[config.mk]
export PLATFORM = sky130hd
export DESIGN_NAME = external_pin_interrupts
export DESIGN_NICKNAME = d
export VERILOG_FILES = /design/src/verilog/ext_irq_pkg.sv /design/src/verilog/pin_sync.sv /design/src/verilog/external_pin_interrupts.sv
export SDC_FILE = /design/constraint.sdc
export NUM_CORES = 1
export LEC_CHECK = 0
export BUFFER_PORTS_ARGS = -buffer_cell sky130_fd_sc_hd__clkbuf_2
export CAP_MARGIN = 20
export CORE_MARGIN = 4
export CORE_UTILIZATION = 25
export DETAILED_ROUTE_END_ITERATION = 16
export GPL_TIMING_DRIVEN = 0
export PLACE_DENSITY = 0.42
export SLEW_MARGIN = 20
export SYNTH_ARGS = -nofsm -noshare
export SYNTH_HDL_FRONTEND = slang
export SYNTH_SLANG_ARGS = --single-unit
[constraint.sdc]
create_clock -name pclk -period 4.3 [get_ports pclk]
set_input_delay 0.43 -clock pclk [delete_from_list [all_inputs] [get_ports pclk]]
set_output_delay 0.43 -clock pclk [all_outputs]
set_load 0.01 [all_outputs]
[src/verilog/ext_irq_pkg.sv]
// constants, offsets and carrier types of the external pin interrupt unit
// assumes a 32-bit apb slave with word-aligned registers
package ext_irq_pkg;
  localparam int NUM_EXT = 3;
  localparam int NUM_GROUPS = 4;
  localparam int GROUP_W = 8;
  localparam int NUM_PC = NUM_GROUPS * GROUP_W;
  localparam int ADDR_W = 8;

  localparam logic [ADDR_W-1:0] OFF_EDGE_SENSE = 8'h00;
  localparam logic [ADDR_W-1:0] OFF_EXT_MASK = 8'h04;
  localparam logic [ADDR_W-1:0] OFF_EXT_FLAGS = 8'h08;
  localparam logic [ADDR_W-1:0] OFF_PC_GROUP_EN = 8'h0C;
  localparam logic [ADDR_W-1:0] OFF_PC_GROUP_FLAGS = 8'h10;
  localparam logic [ADDR_W-1:0] OFF_GROUP0_PIN_MASK = 8'h14;
  localparam logic [ADDR_W-1:0] OFF_GROUP1_PIN_MASK = 8'h18;
  localparam logic [ADDR_W-1:0] OFF_GROUP2_PIN_MASK = 8'h1C;
  localparam logic [ADDR_W-1:0] OFF_GROUP3_PIN_MASK = 8'h20;

  localparam logic [7:0] RST_EDGE_SENSE = 8'h00;
  localparam logic [7:0] RST_EXT_MASK = 8'h00;
  localparam logic [7:0] RST_EXT_FLAGS = 8'h00;
  localparam logic [7:0] RST_PC_GROUP_EN = 8'h00;
  localparam logic [7:0] RST_PC_GROUP_FLAGS = 8'h00;
  localparam logic [7:0] RST_PIN_MASK = 8'h00;

  localparam int SENSE_FIELD_W = 2;
  localparam int SENSE_USED_MSB = 5;
  localparam int SENSE_RSVD_MSB = 7;
  localparam int SENSE_RSVD_LSB = 6;

  typedef enum logic [1:0] {
    SENSE_LOW_LEVEL = 2'h0,
    SENSE_ANY_EDGE = 2'h1,
    SENSE_FALLING = 2'h2,
    SENSE_RISING = 2'h3
  } sense_mode_t;

  typedef struct packed {
    logic [NUM_GROUPS-1:0] pc;
    logic [NUM_EXT-1:0] ext;
  } irq_lines_t;
endpackage

[src/verilog/pin_sync.sv]
// two-stage synchroniser plus one history stage for a group of pins
// assumes pins are asynchronous to pclk
`timescale 1ns/10ps
`default_nettype none
module pin_sync #(
  parameter int WIDTH = 8
) (
  input wire logic pclk,
  input wire logic presetn,
  input wire logic [WIDTH-1:0] pin_raw,
  output logic [WIDTH-1:0] pin_sync_q,
  output logic [WIDTH-1:0] pin_prev_q
);
  logic [WIDTH-1:0] stage1_reg;

  // first stage feeds only the second stage
  always_ff @(posedge pclk or negedge presetn) begin
    if (!presetn) begin
      stage1_reg <= '0;
      pin_sync_q <= '0;
      pin_prev_q <= '0;
    end else begin
      stage1_reg <= pin_raw;
      pin_sync_q <= stage1_reg;
      pin_prev_q <= pin_sync_q;
    end
  end
endmodule
`default_nettype wire

[src/verilog/external_pin_interrupts.sv]
// external request pins and pin-change groups turned into interrupt lines
// assumes apb master on pclk, cpu dispatch pulses vector_taken per line
//
// Summary of operation
// - four groups of eight change inputs
// - pins detected even when driven as outputs
// - pin changes seen without clock for wake
// - sense code: low, any, falling, rising
// - low level keeps requesting while held
// - level and edges wake without clock
// - level gone before start-up: no interrupt
// - reserved sense bits read zero
// - pin mask and global bit gate request
// - flag set on event, cleared by vector/one
// - flag held clear in level mode
// - sleep with request off gates input buffer
// - group enable bits drive group vector
// - pin mask selects contributing pins
// - group flag set, cleared by vector/one
// - pin masks enable per pin, reset zero
`timescale 1ns/10ps
`default_nettype none
module external_pin_interrupts (
  input wire logic pclk,
  input wire logic presetn,
  input wire logic psel,
  input wire logic penable,
  input wire logic pwrite,
  input wire logic [ext_irq_pkg::ADDR_W-1:0] paddr,
  input wire logic [31:0] pwdata,
  input wire logic [3:0] pstrb,
  output logic [31:0] prdata,
  output logic pready,
  output logic pslverr,
  input wire logic [ext_irq_pkg::NUM_EXT-1:0] ext_request_pins,
  input wire logic [ext_irq_pkg::NUM_PC-1:0] pin_change_inputs,
  input wire logic global_irq_enable,
  input wire logic sleep_active,
  input wire ext_irq_pkg::irq_lines_t vector_taken,
  output ext_irq_pkg::irq_lines_t irq_request,
  output logic wake_request
);
  localparam int NE = ext_irq_pkg::NUM_EXT;
  localparam int NG = ext_irq_pkg::NUM_GROUPS;
  localparam int GW = ext_irq_pkg::GROUP_W;
  localparam int NP = ext_irq_pkg::NUM_PC;

  logic [7:0] edge_sense_control_reg;
  logic [NE-1:0] ext_request_enable_mask_reg;
  logic [NE-1:0] ext_request_flags_reg;
  logic [NE-1:0] ext_request_flags_next;
  logic [NG-1:0] pin_change_group_enable_reg;
  logic [NG-1:0] pin_change_group_flags_reg;
  logic [NG-1:0] pin_change_group_flags_next;
  logic [NP-1:0] group_pin_mask_reg;
  logic [NP-1:0] group_pin_mask_next;
  logic [31:0] prdata_next;
  logic pslverr_next;

  logic [NE-1:0] ext_sync;
  logic [NE-1:0] ext_seen_reg;
  logic [NE-1:0] ext_seen;
  logic [NE-1:0] ext_seen_prev;
  logic [NE-1:0] ext_level_mode;
  logic [NE-1:0] ext_set;
  logic [NE-1:0] ext_level_req;
  logic [NP-1:0] pc_sync;
  logic [NP-1:0] pc_prev;
  logic [NP-1:0] pc_changed;
  logic [NG-1:0] pc_set;
  logic [NE-1:0] ext_async_hit;
  logic [NE-1:0] ext_irq;
  logic [NG-1:0] pc_irq;

  logic setup_phase;
  logic wr_access;
  logic [7:0] wbyte;
  logic addr_hit;

  //////////////////////////////////////////////////////////////////////////////
  // apb decode
  assign setup_phase = psel && !penable;
  assign wr_access = psel && penable && pwrite && pstrb[0];
  assign wbyte = pwdata[7:0];
  assign pready = 1'b1;

  always_comb begin
    addr_hit = 1'b1;
    prdata_next = 32'h0000_0000;
    case (paddr)
      ext_irq_pkg::OFF_EDGE_SENSE: begin
        prdata_next[ext_irq_pkg::SENSE_USED_MSB:0] = edge_sense_control_reg[ext_irq_pkg::SENSE_USED_MSB:0];
      end
      ext_irq_pkg::OFF_EXT_MASK: begin
        prdata_next[NE-1:0] = ext_request_enable_mask_reg;
      end
      ext_irq_pkg::OFF_EXT_FLAGS: begin
        prdata_next[NE-1:0] = ext_request_flags_reg;
      end
      ext_irq_pkg::OFF_PC_GROUP_EN: begin
        prdata_next[NG-1:0] = pin_change_group_enable_reg;
      end
      ext_irq_pkg::OFF_PC_GROUP_FLAGS: begin
        prdata_next[NG-1:0] = pin_change_group_flags_reg;
      end
      ext_irq_pkg::OFF_GROUP0_PIN_MASK: begin
        prdata_next[GW-1:0] = group_pin_mask_reg[0*GW +: GW];
      end
      ext_irq_pkg::OFF_GROUP1_PIN_MASK: begin
        prdata_next[GW-1:0] = group_pin_mask_reg[1*GW +: GW];
      end
      ext_irq_pkg::OFF_GROUP2_PIN_MASK: begin
        prdata_next[GW-1:0] = group_pin_mask_reg[2*GW +: GW];
      end
      ext_irq_pkg::OFF_GROUP3_PIN_MASK: begin
        prdata_next[GW-1:0] = group_pin_mask_reg[3*GW +: GW];
      end
      default: begin
        addr_hit = 1'b0;
      end
    endcase
    pslverr_next = !addr_hit;
  end

  // read data and error captured in setup, shown in the access cycle
  always_ff @(posedge pclk or negedge presetn) begin
    if (!presetn) begin
      prdata <= 32'h0000_0000;
      pslverr <= 1'b0;
    end else if (setup_phase) begin
      prdata <= pwrite ? 32'h0000_0000 : prdata_next;
      pslverr <= pslverr_next;
    end else if (!psel) begin
      pslverr <= 1'b0;
    end
  end

  //////////////////////////////////////////////////////////////////////////////
  // control registers
  always_ff @(posedge pclk or negedge presetn) begin
    if (!presetn) begin
      edge_sense_control_reg <= ext_irq_pkg::RST_EDGE_SENSE;
    end else if (wr_access && paddr == ext_irq_pkg::OFF_EDGE_SENSE) begin
      edge_sense_control_reg <= {2'h0, wbyte[ext_irq_pkg::SENSE_USED_MSB:0]};
    end
  end

  always_ff @(posedge pclk or negedge presetn) begin
    if (!presetn) begin
      ext_request_enable_mask_reg <= ext_irq_pkg::RST_EXT_MASK[NE-1:0];
    end else if (wr_access && paddr == ext_irq_pkg::OFF_EXT_MASK) begin
      ext_request_enable_mask_reg <= wbyte[NE-1:0];
    end
  end

  always_ff @(posedge pclk or negedge presetn) begin
    if (!presetn) begin
      pin_change_group_enable_reg <= ext_irq_pkg::RST_PC_GROUP_EN[NG-1:0];
    end else if (wr_access && paddr == ext_irq_pkg::OFF_PC_GROUP_EN) begin
      pin_change_group_enable_reg <= wbyte[NG-1:0];
    end
  end

  always_comb begin
    group_pin_mask_next = group_pin_mask_reg;
    if (wr_access) begin
      case (paddr)
        ext_irq_pkg::OFF_GROUP0_PIN_MASK: group_pin_mask_next[0*GW +: GW] = wbyte;
        ext_irq_pkg::OFF_GROUP1_PIN_MASK: group_pin_mask_next[1*GW +: GW] = wbyte;
        ext_irq_pkg::OFF_GROUP2_PIN_MASK: group_pin_mask_next[2*GW +: GW] = wbyte;
        ext_irq_pkg::OFF_GROUP3_PIN_MASK: group_pin_mask_next[3*GW +: GW] = wbyte;
        default: group_pin_mask_next = group_pin_mask_reg;
      endcase
    end
  end

  always_ff @(posedge pclk or negedge presetn) begin
    if (!presetn) begin
      group_pin_mask_reg <= {NG{ext_irq_pkg::RST_PIN_MASK}};
    end else begin
      group_pin_mask_reg <= group_pin_mask_next;
    end
  end

  //////////////////////////////////////////////////////////////////////////////
  // pin synchronisers; no direction gating, so driven outputs still count
  pin_sync #(.WIDTH(NE)) ext_sync_u (
    .pclk(pclk),
    .presetn(presetn),
    .pin_raw(ext_request_pins),
    .pin_sync_q(ext_sync),
    .pin_prev_q()
  );

  pin_sync #(.WIDTH(NP)) pc_sync_u (
    .pclk(pclk),
    .presetn(presetn),
    .pin_raw(pin_change_inputs),
    .pin_sync_q(pc_sync),
    .pin_prev_q(pc_prev)
  );

  //////////////////////////////////////////////////////////////////////////////
  // external request sensing
  always_comb begin
    for (int i = 0; i < NE; i++) begin
      // disabled input buffer during sleep reads as low
      ext_seen[i] = (sleep_active && !ext_request_enable_mask_reg[i]) ? 1'b0 : ext_sync[i];
      ext_seen_prev[i] = ext_seen_reg[i];
      ext_level_mode[i] = edge_sense_control_reg[2*i +: 2] == ext_irq_pkg::SENSE_LOW_LEVEL;
      case (edge_sense_control_reg[2*i +: 2])
        ext_irq_pkg::SENSE_ANY_EDGE: ext_set[i] = ext_seen[i] ^ ext_seen_prev[i];
        ext_irq_pkg::SENSE_FALLING: ext_set[i] = !ext_seen[i] && ext_seen_prev[i];
        ext_irq_pkg::SENSE_RISING: ext_set[i] = ext_seen[i] && !ext_seen_prev[i];
        default: ext_set[i] = 1'b0;
      endcase
      // level request follows the present level only
      ext_level_req[i] = ext_level_mode[i] && !ext_seen[i];
    end
  end

  // history of the gated level, so sleep gating gives one edge only
  always_ff @(posedge pclk or negedge presetn) begin
    if (!presetn) begin
      ext_seen_reg <= '0;
    end else begin
      ext_seen_reg <= ext_seen;
    end
  end

  always_comb begin
    ext_request_flags_next = ext_request_flags_reg;
    if (wr_access && paddr == ext_irq_pkg::OFF_EXT_FLAGS) begin
      ext_request_flags_next = ext_request_flags_next & ~wbyte[NE-1:0];
    end
    ext_request_flags_next = ext_request_flags_next & ~vector_taken.ext;
    ext_request_flags_next = ext_request_flags_next | ext_set;
    ext_request_flags_next = ext_request_flags_next & ~ext_level_mode;
  end

  always_ff @(posedge pclk or negedge presetn) begin
    if (!presetn) begin
      ext_request_flags_reg <= ext_irq_pkg::RST_EXT_FLAGS[NE-1:0];
    end else begin
      ext_request_flags_reg <= ext_request_flags_next;
    end
  end

  //////////////////////////////////////////////////////////////////////////////
  // pin-change groups
  assign pc_changed = (pc_sync ^ pc_prev) & group_pin_mask_reg;

  always_comb begin
    for (int g = 0; g < NG; g++) begin
      pc_set[g] = |pc_changed[g*GW +: GW];
    end
  end

  always_comb begin
    pin_change_group_flags_next = pin_change_group_flags_reg;
    if (wr_access && paddr == ext_irq_pkg::OFF_PC_GROUP_FLAGS) begin
      pin_change_group_flags_next = pin_change_group_flags_next & ~wbyte[NG-1:0];
    end
    pin_change_group_flags_next = pin_change_group_flags_next & ~vector_taken.pc;
    pin_change_group_flags_next = pin_change_group_flags_next | pc_set;
  end

  always_ff @(posedge pclk or negedge presetn) begin
    if (!presetn) begin
      pin_change_group_flags_reg <= ext_irq_pkg::RST_PC_GROUP_FLAGS[NG-1:0];
    end else begin
      pin_change_group_flags_reg <= pin_change_group_flags_next;
    end
  end

  //////////////////////////////////////////////////////////////////////////////
  // requests to the cpu and clockless wake path
  assign ext_irq = ((ext_request_flags_reg | ext_level_req) & ext_request_enable_mask_reg)
                   & {NE{global_irq_enable}};
  assign pc_irq = pin_change_group_flags_reg & pin_change_group_enable_reg
                  & {NG{global_irq_enable}};
  assign irq_request = {pc_irq, ext_irq};

  // combinational compare against the last settled level needs no clock edge
  always_comb begin
    for (int i = 0; i < NE; i++) begin
      case (edge_sense_control_reg[2*i +: 2])
        ext_irq_pkg::SENSE_LOW_LEVEL: ext_async_hit[i] = !ext_request_pins[i];
        ext_irq_pkg::SENSE_ANY_EDGE: ext_async_hit[i] = ext_request_pins[i] ^ ext_sync[i];
        ext_irq_pkg::SENSE_FALLING: ext_async_hit[i] = !ext_request_pins[i] && ext_sync[i];
        default: ext_async_hit[i] = ext_request_pins[i] && !ext_sync[i];
      endcase
    end
  end

  assign wake_request = |(ext_async_hit & ext_request_enable_mask_reg)
                        || |(((pin_change_inputs ^ pc_sync) & group_pin_mask_reg) != '0)
                        || |irq_request;
endmodule
`default_nettype wire

==> results.txt, run 1 <==
CP startpoint kind: register
Final min period: 2750 ps
Longest Clk Path Bufs: 2
Initial cell density of the core: 0.256
Antenna cells: 0
Cell Area, Placed: 0.00814 mm²
Pre-CTS setup slack: 1830 ps
P_sw: 863 µW
Crit share post-route: 0.639
Worst path most repeated cell: nor3_1
Initial antenna violation count: 0
CTS Buf Count: 17
Slew @ Worst Pin: 760 ps
Synth-to-layout area growth: 22.6%
Post-route DRC: 0
CP startpoint: edge_sense_control_reg[3]
Routed vias/inst: 4.48
Fin. max-slew vios: 0
Synth Area per Inst: 12.9 µm²
R2R depth: 5
Die X: 177 µm
Fin area: 0.00878 mm²
Worst vdd ir: 0.000183 V
Die area: 0.0314 mm²
Levels on crit path: 7
Post-CTS Hold Buffers: 0
Setup bufs post-CTS: 0
Clock power share: 0.468
CTS tree: yes
Worst setup path endpoint: wake_request
Critical path peak fanout: 10
Worst Setup End Kind: output pin
Critical Path RT: 3870 ps
Worst min path class: in2async
Post-layout util: 0.314
Area contributors post-synth: dfrtp_1 58%, xor2_1 7.8%, mux2_2 7.7%
RR Endpoint: prdata[1]
First-pass GRT wire length: 30.7 mm
Clock latency on the worst-skew pair: 430 ps
Synth Instances: 554
CTS Root Cell: clkbuf_16
Mux contribution to synthesized area: 0.0945
FFs w/ async S/R, synth: 1.00
PnR worst setup slack: 1550 ps
Layout cells sized above 1: 0.298
Register area share after synthesis: 0.580
Leak: 4.17 nW
Worst path bufs/invs: 2
Synth Area in Simple Gates: 0.0762
Status: complete, no violations
Largest area contributor in the netlist: dfrtp_1
Slowest stage cell, crit path: a221o_1
Synth Area in XOR/XNOR: 0.0783
Class of the most critical setup path: reg2out
CTS clock-pin slew for the worst setup and hold paths: 70 ps
Switch share: 0.242
Compound-cell area share of the yosys netlist: 0.103
Worst Skew: 8.25 ps
R2R Setup Slk: 2630 ps
Yosys reg bits: 166
Cell family with most CP delay: compound AO/OA/AOI/OAI gates
Htree depth: 4
DR iter-0 viols: 363
Max transition margin: 0.494
Design Power: 3.56 mW
Crit path largest cell delay: 350 ps
FILL cells: 2847
Library cells used by synthesis: 50
CTS resizes: 0
Final hold vios: 0
Post-synth top area share: 0.580
Int Power: 2.70 mW
Post-Synth Adder-Cell Area: 0.0210
Sequential share of power: 0.465
Synthesis Warnings: 0
DP HPWL: 15.5 mm
Final wirelength: 20.3 mm
Largest net degree at the start of global routing: 88
Highest Clock Rate: 364 MHz
Final nets: 779
Placer Congestion: 0.858
Post-DR wirelength/cell: 19.0 µm
GR Overflow Total: 0
Largest family of logic cells by synthesized area: compound AO/OA/AOI/OAI gates
Num Clock Sinks: 166
Main flop type after synthesis: dfrtp_1
Via count: 4766
Post-Syn Area: 0.00716 mm²
Rows: 61
DRT antenna net count: 0
EDFF count, synth: 0
Total GRT Usage: 0.131
Setup violators final: 0
1st-pass router iterations: 5
Total core area: 0.0280 mm²
Reg2reg start: ext_request_flags_reg[1]
RSZ-0062 raised after global routing: no
Port Buf Inserts: 77
Worst-path cell chain: clkbuf_1 > nor3_1 > o211a_1 > a221o_1 > nor3_1 > nand4_1 > clkbuf_2
Die Ht: 177 µm
Worst EP arrival: 2320 ps
Maxcap violations: 0
# IOs: 135
Number of global-route vias before repair: 5001
Logic pwr share: 0.067
Pwr per Cell Area: 406 mW/mm²
power by group through the flow:
| stage | Sequential [mW] | Combinational [mW] | Clock (mW) |
|---|---|---|---|
| finish | 1.66 | 0.239 | 1.67 |
| global placement | 1.69 | 0.236 | 0 |
| detailed placement | 1.69 | 0.243 | 0 |
| floorplan | 1.68 | 0.122 | 0 |
| global route | 1.66 | 0.269 | 1.77 |
| CTS | 1.66 | 0.244 | 1.71 |
per-stage QoR:
step / TNS, ps / instances / hold WS [ps]
global route: 0 / 1065 / 93.9
finish: 0 / 1065 / 28.4
detailed placement: 0 / 1033 / 335
floorplan: 0 / 577 / 134
global placement: -36650 / 1032 / 332
CTS: 0 / 1065 / 86.6
layer usage:
| layer | GRT usage | vias to the layer above | share of wire |
|---|---|---|---|
| met4 | 0.0342 | 0 | 0.013 |
| met2 | 0.209 | 166 | 0.47 |
| met5 | 0 | - | 0 |
| met3 | 0.0280 | 20 | 0.050 |
| li1 | - | 2172 | - |
| met1 | 0.181 | 2408 | 0.47 |
cells in the final DEF, fill, tap and decap left out, types with 3 or more instances in the layout:
master and count:
dfrtp_1 166, clkbuf_2 76, xor2_1 64, mux2_2 49, a22oi_1 40, buf_4 25
conb_1 25, inv_1 23, nand2_1 19, clkbuf_16 17, a21oi_1 15, o21ai_0 14
nand4_1 12, ha_1 12, nor2_1 9, nand2b_1 8, nor3_1 8, mux2i_1 8
clkbuf_1 6, buf_2 6, a22o_1 5, inv_6 5, and3_1 4, a211oi_1 4
and2_1 4, a31o_2 4, nand3b_1 4, nand3_1 4, o22ai_1 4, bufinv_16 4
o21a_1 3, nor2b_1 3, o32ai_1 3
kinds of logic (layout without fill, tap and decap cells):
logic type,count (synthesis),in the layout
compound gates,104,104
xor+xnor,64,64
fa+ha+maj,12,12
buf+inv,61,171
flops,166,166
mux,59,59
other cells,2,25
simple gates,86,86
final cells by class:
class	instances	area, µm²	share of cell area
timing repair buffer	78	422	0.0480
clock inverter	15	215	0.0245
inverter	23	86.3	0.00983
sequential	166	4150	0.473
buffer	38	244	0.0278
tap	378	473	0.0539
clock buffer	17	425	0.0484
multi-input combinational	350	2760	0.315
cells in the mapped netlist (9+ instances only):
| cell | number |
|---|---|
| ha_1 | 12 |
| nand2_1 | 19 |
| a21oi_1 | 15 |
| buf_4 | 25 |
| mux2_2 | 49 |
| a22oi_1 | 40 |
| nand4_1 | 12 |
| dfrtp_1 | 166 |
| nor2_1 | 9 |
| xor2_1 | 64 |
| inv_1 | 23 |
| o21ai_0 | 14 |
how the worst min path moves through the flow:
stage	startpoint	end	slack, ps	cells past startpoint
after floorplan	presetn	edge_sense_control_reg[0]	130	0
after global placement	pc_sync_u.stage1_reg[12]	pc_sync_u.pin_sync_q[12]	330	0
after detailed placement	pc_sync_u.stage1_reg[1]	pc_sync_u.pin_sync_q[1]	330	0
after CTS	presetn	pc_sync_u.stage1_reg[3]	90	1
after global routing	presetn	pc_sync_u.stage1_reg[19]	90	1
final	presetn	pc_sync_u.stage1_reg[3]	30	1
Note: power is estimated with default switching activity, not from simulation.
==> run 2: changes to the inputs <==
--- a/config.mk
+++ b/config.mk
@@ -5,13 +5,14 @@
 export SDC_FILE = /design/constraint.sdc
 export NUM_CORES = 1
 export LEC_CHECK = 0
+export ABC_AREA = 1
 export BUFFER_PORTS_ARGS = -buffer_cell sky130_fd_sc_hd__clkbuf_2
 export CAP_MARGIN = 20
 export CORE_MARGIN = 4
 export CORE_UTILIZATION = 25
 export DETAILED_ROUTE_END_ITERATION = 16
 export GPL_TIMING_DRIVEN = 0
-export PLACE_DENSITY = 0.42
+export PLACE_DENSITY = 0.43
 export SLEW_MARGIN = 20
 export SYNTH_ARGS = -nofsm -noshare
 export SYNTH_HDL_FRONTEND = slang
==> constraint.sdc (replaced) <==
create_clock -name pclk -period 2.2 [get_ports pclk]
set_input_delay 0.22 -clock pclk [delete_from_list [all_inputs] [get_ports pclk]]
set_output_delay 0.22 -clock pclk [all_outputs]
set_load 0.01 [all_outputs]
==> run 2 against run 1 <==
Against the previous run:
- synthesized cell count rose by 59%
- combinational power is 110% higher
- non-clock buffer count is 38 higher
- core utilization is 1.1 points higher
- die area rose by 6.2%
- critical endpoint unchanged
- cell count up 36%
- highest routed layer unchanged
- flip-flop and latch count stayed put
- synthesized area increased by 6.5%
==> results.txt, run 2 <==
CTS clock-pin slew for the worst setup and hold paths: 60 ps
Worst min path class: in2reg
Final nets: 1152
Synthesis Warnings: 0
Initial antenna violation count: 0
Pre-CTS setup slack: 435 ps
Worst vdd ir: 0.000463 V
Total GRT Usage: 0.131
Antenna cells: 0
Post-route DRC: 0
Post-DR wirelength/cell: 14.5 µm
Clock latency on the worst-skew pair: 430 ps
Worst-path cell chain: or2_4 > nand3_2 > nand4_1 > nor2_1 > nand2_1 > nor2_2 > nand2_1 > buf_2
Leak: 4.96 nW
Pwr per Cell Area: 693 mW/mm²
Design Power: 6.71 mW
Post-synth top area share: 0.545
Die area: 0.0334 mm²
Crit path largest cell delay: 400 ps
Slew @ Worst Pin: 561 ps
Post-Syn Area: 0.00763 mm²
Register area share after synthesis: 0.545
Port Buf Inserts: 82
Status: complete, no violations
Layout cells sized above 1: 0.202
DRT antenna net count: 0
Slowest stage cell, crit path: dfrtp_1
Critical path peak fanout: 3
WHS: 52.9 ps
Highest Clock Rate: 479 MHz
CTS Buf Count: 17
Library cells used by synthesis: 35
First-pass GRT wire length: 33.7 mm
Crit share post-route: 0.948
Setup violators final: 0
Via count: 5978
CTS tree: yes
Commonest non-fill, non-tap cell in the layout: nand2_1
Final wirelength: 21.0 mm
Class of the most critical setup path: reg2out
Area contributors post-synth: dfrtp_1 54%, nand2_1 12%, inv_1 5.5%
Worst EP arrival: 1870 ps
FFs w/ async S/R, synth: 1.00
Htree depth: 4
Total core area: 0.0299 mm²
Number of global-route vias before repair: 6035
Final min period: 2090 ps
Die X: 183 µm
Yosys reg bits: 166
Rows: 63
Synth Instances: 882
Die Ht: 183 µm
Worst path most repeated cell: nand2_1
1st-pass router iterations: 4
Fin. max-slew vios: 0
CP startpoint kind: register
Largest area contributor in the netlist: dfrtp_1
Num Clock Sinks: 166
Maxcap violations: 0
# IOs: 135
Synth Area per Inst: 8.65 µm²
RSZ-0062 raised after global routing: yes
Main flop type after synthesis: dfrtp_1
Synth-to-layout area growth: 27.1%
Routed vias/inst: 4.12
Dominant cell by count in the synthesized netlist: nand2_1
Largest net degree at the start of global routing: 76
Dpl cells: 1379
Critical Path RT: 1980 ps
Max transition margin: 0.626
Commonest non-fill, non-tap cells in the layout: 241 x nand2_1, 165 x dfrtp_1, 111 x inv_1
Initial cell density of the core: 0.255
Post-route insts no fill: 1450
PnR worst setup slack: 114 ps
Placer Congestion: 0.811
DP HPWL: 16.2 mm
GR Overflow Total: 0
CTS Root Cell: clkbuf_16
Synth top cells by count: 241 x nand2_1, 166 x dfrtp_1, 111 x inv_1
Worst Setup End Kind: output pin
Final hold vios: 0
DR iter-0 viols: 284
Worst Skew: 11.4 ps
EDFF count, synth: 0
Longest Clk Path Bufs: 2
FILL cells: 3138
Post-layout util: 0.324
## run 2: metrics by stage
stage,setup TNS (ps),instance area (µm²)
global route,-40.8,9690
CTS,0,9630
detailed placement,0,8670
finish,0,9690
global placement,-389180,8610
floorplan,0,7710
## run 2: worst paths after layout
| kind | start | end | slack, ps | depth (start not counted) |
|---|---|---|---|---|
| worst max-delay path | pc_sync_u.pin_sync_q[24] | wake_request | 110 | 8 |
| worst min-delay path | penable | pslverr | 50 | 3 |
| worst max register to register | ext_sync_u.pin_sync_q[0] | ext_request_flags_reg[0] | 700 | 6 |
| worst min register to register | pc_sync_u.stage1_reg[28] | pc_sync_u.pin_sync_q[28] | 350 | 0 |
| max in group asynchronous | presetn | prdata[0] | 1210 | 3 |
| min in group asynchronous | presetn | pc_sync_u.stage1_reg[14] | 300 | 2 |
## run 2: where the power goes
part           leakage [nW]  switching [mW]  total, mW  internal [mW]
logic                  2.61           0.295      0.503          0.209
registers              2.08          0.0770       3.24           3.16
clock network         0.277            1.30       2.97           1.67
## run 2: area by class of cell
class / count / area [µm²] / share of cell area
flip-flops and latches: 166 / 4160 / 0.429
clock inverters: 11 / 114 / 0.0117
well taps: 390 / 488 / 0.0503
plain buffers: 31 / 243 / 0.0250
multi-input cells: 591 / 2910 / 0.300
repair buffers: 123 / 868 / 0.0896
clock buffers: 21 / 470 / 0.0485
inverters: 117 / 442 / 0.0456
## run 2: kinds of logic after synthesis
group | after synthesis | synth area share
and+or+nand+nor | 445 | 0.258
DFF | 166 | 0.545
buffers and inverters | 148 | 0.0897
AOI/OAI and AO/OA | 104 | 0.0811
adders and majority gates | 12 | 0.0197
xor gates and xnor gates | 5 | 0.00574
other | 2 | 0.000985
## run 2: worst max-delay path, delay by kind of cell, from the launching register on
| family | cells | cell delay, ps |
|---|---|---|
| and+or+nand+nor | 7 | 890 |
| buffers and inverters | 1 | 140 |
| DFF | 1 | 400 |
## run 2: what timing repair did
action	4_1_cts	5_1_grt
endpoints found under the hold margin	76	0
hold buffers	36	0
buffers inserted	1	4
gates resized for setup	4	19
setup endpoints to repair	1	1
pin swaps	1	11
## run 2: routing by layer
layer,global-route usage,share of wire
met1,0.184,0.50
met2,0.199,0.45
met3,0.0263,0.040
met4,0.0483,0.017
met5,0,0
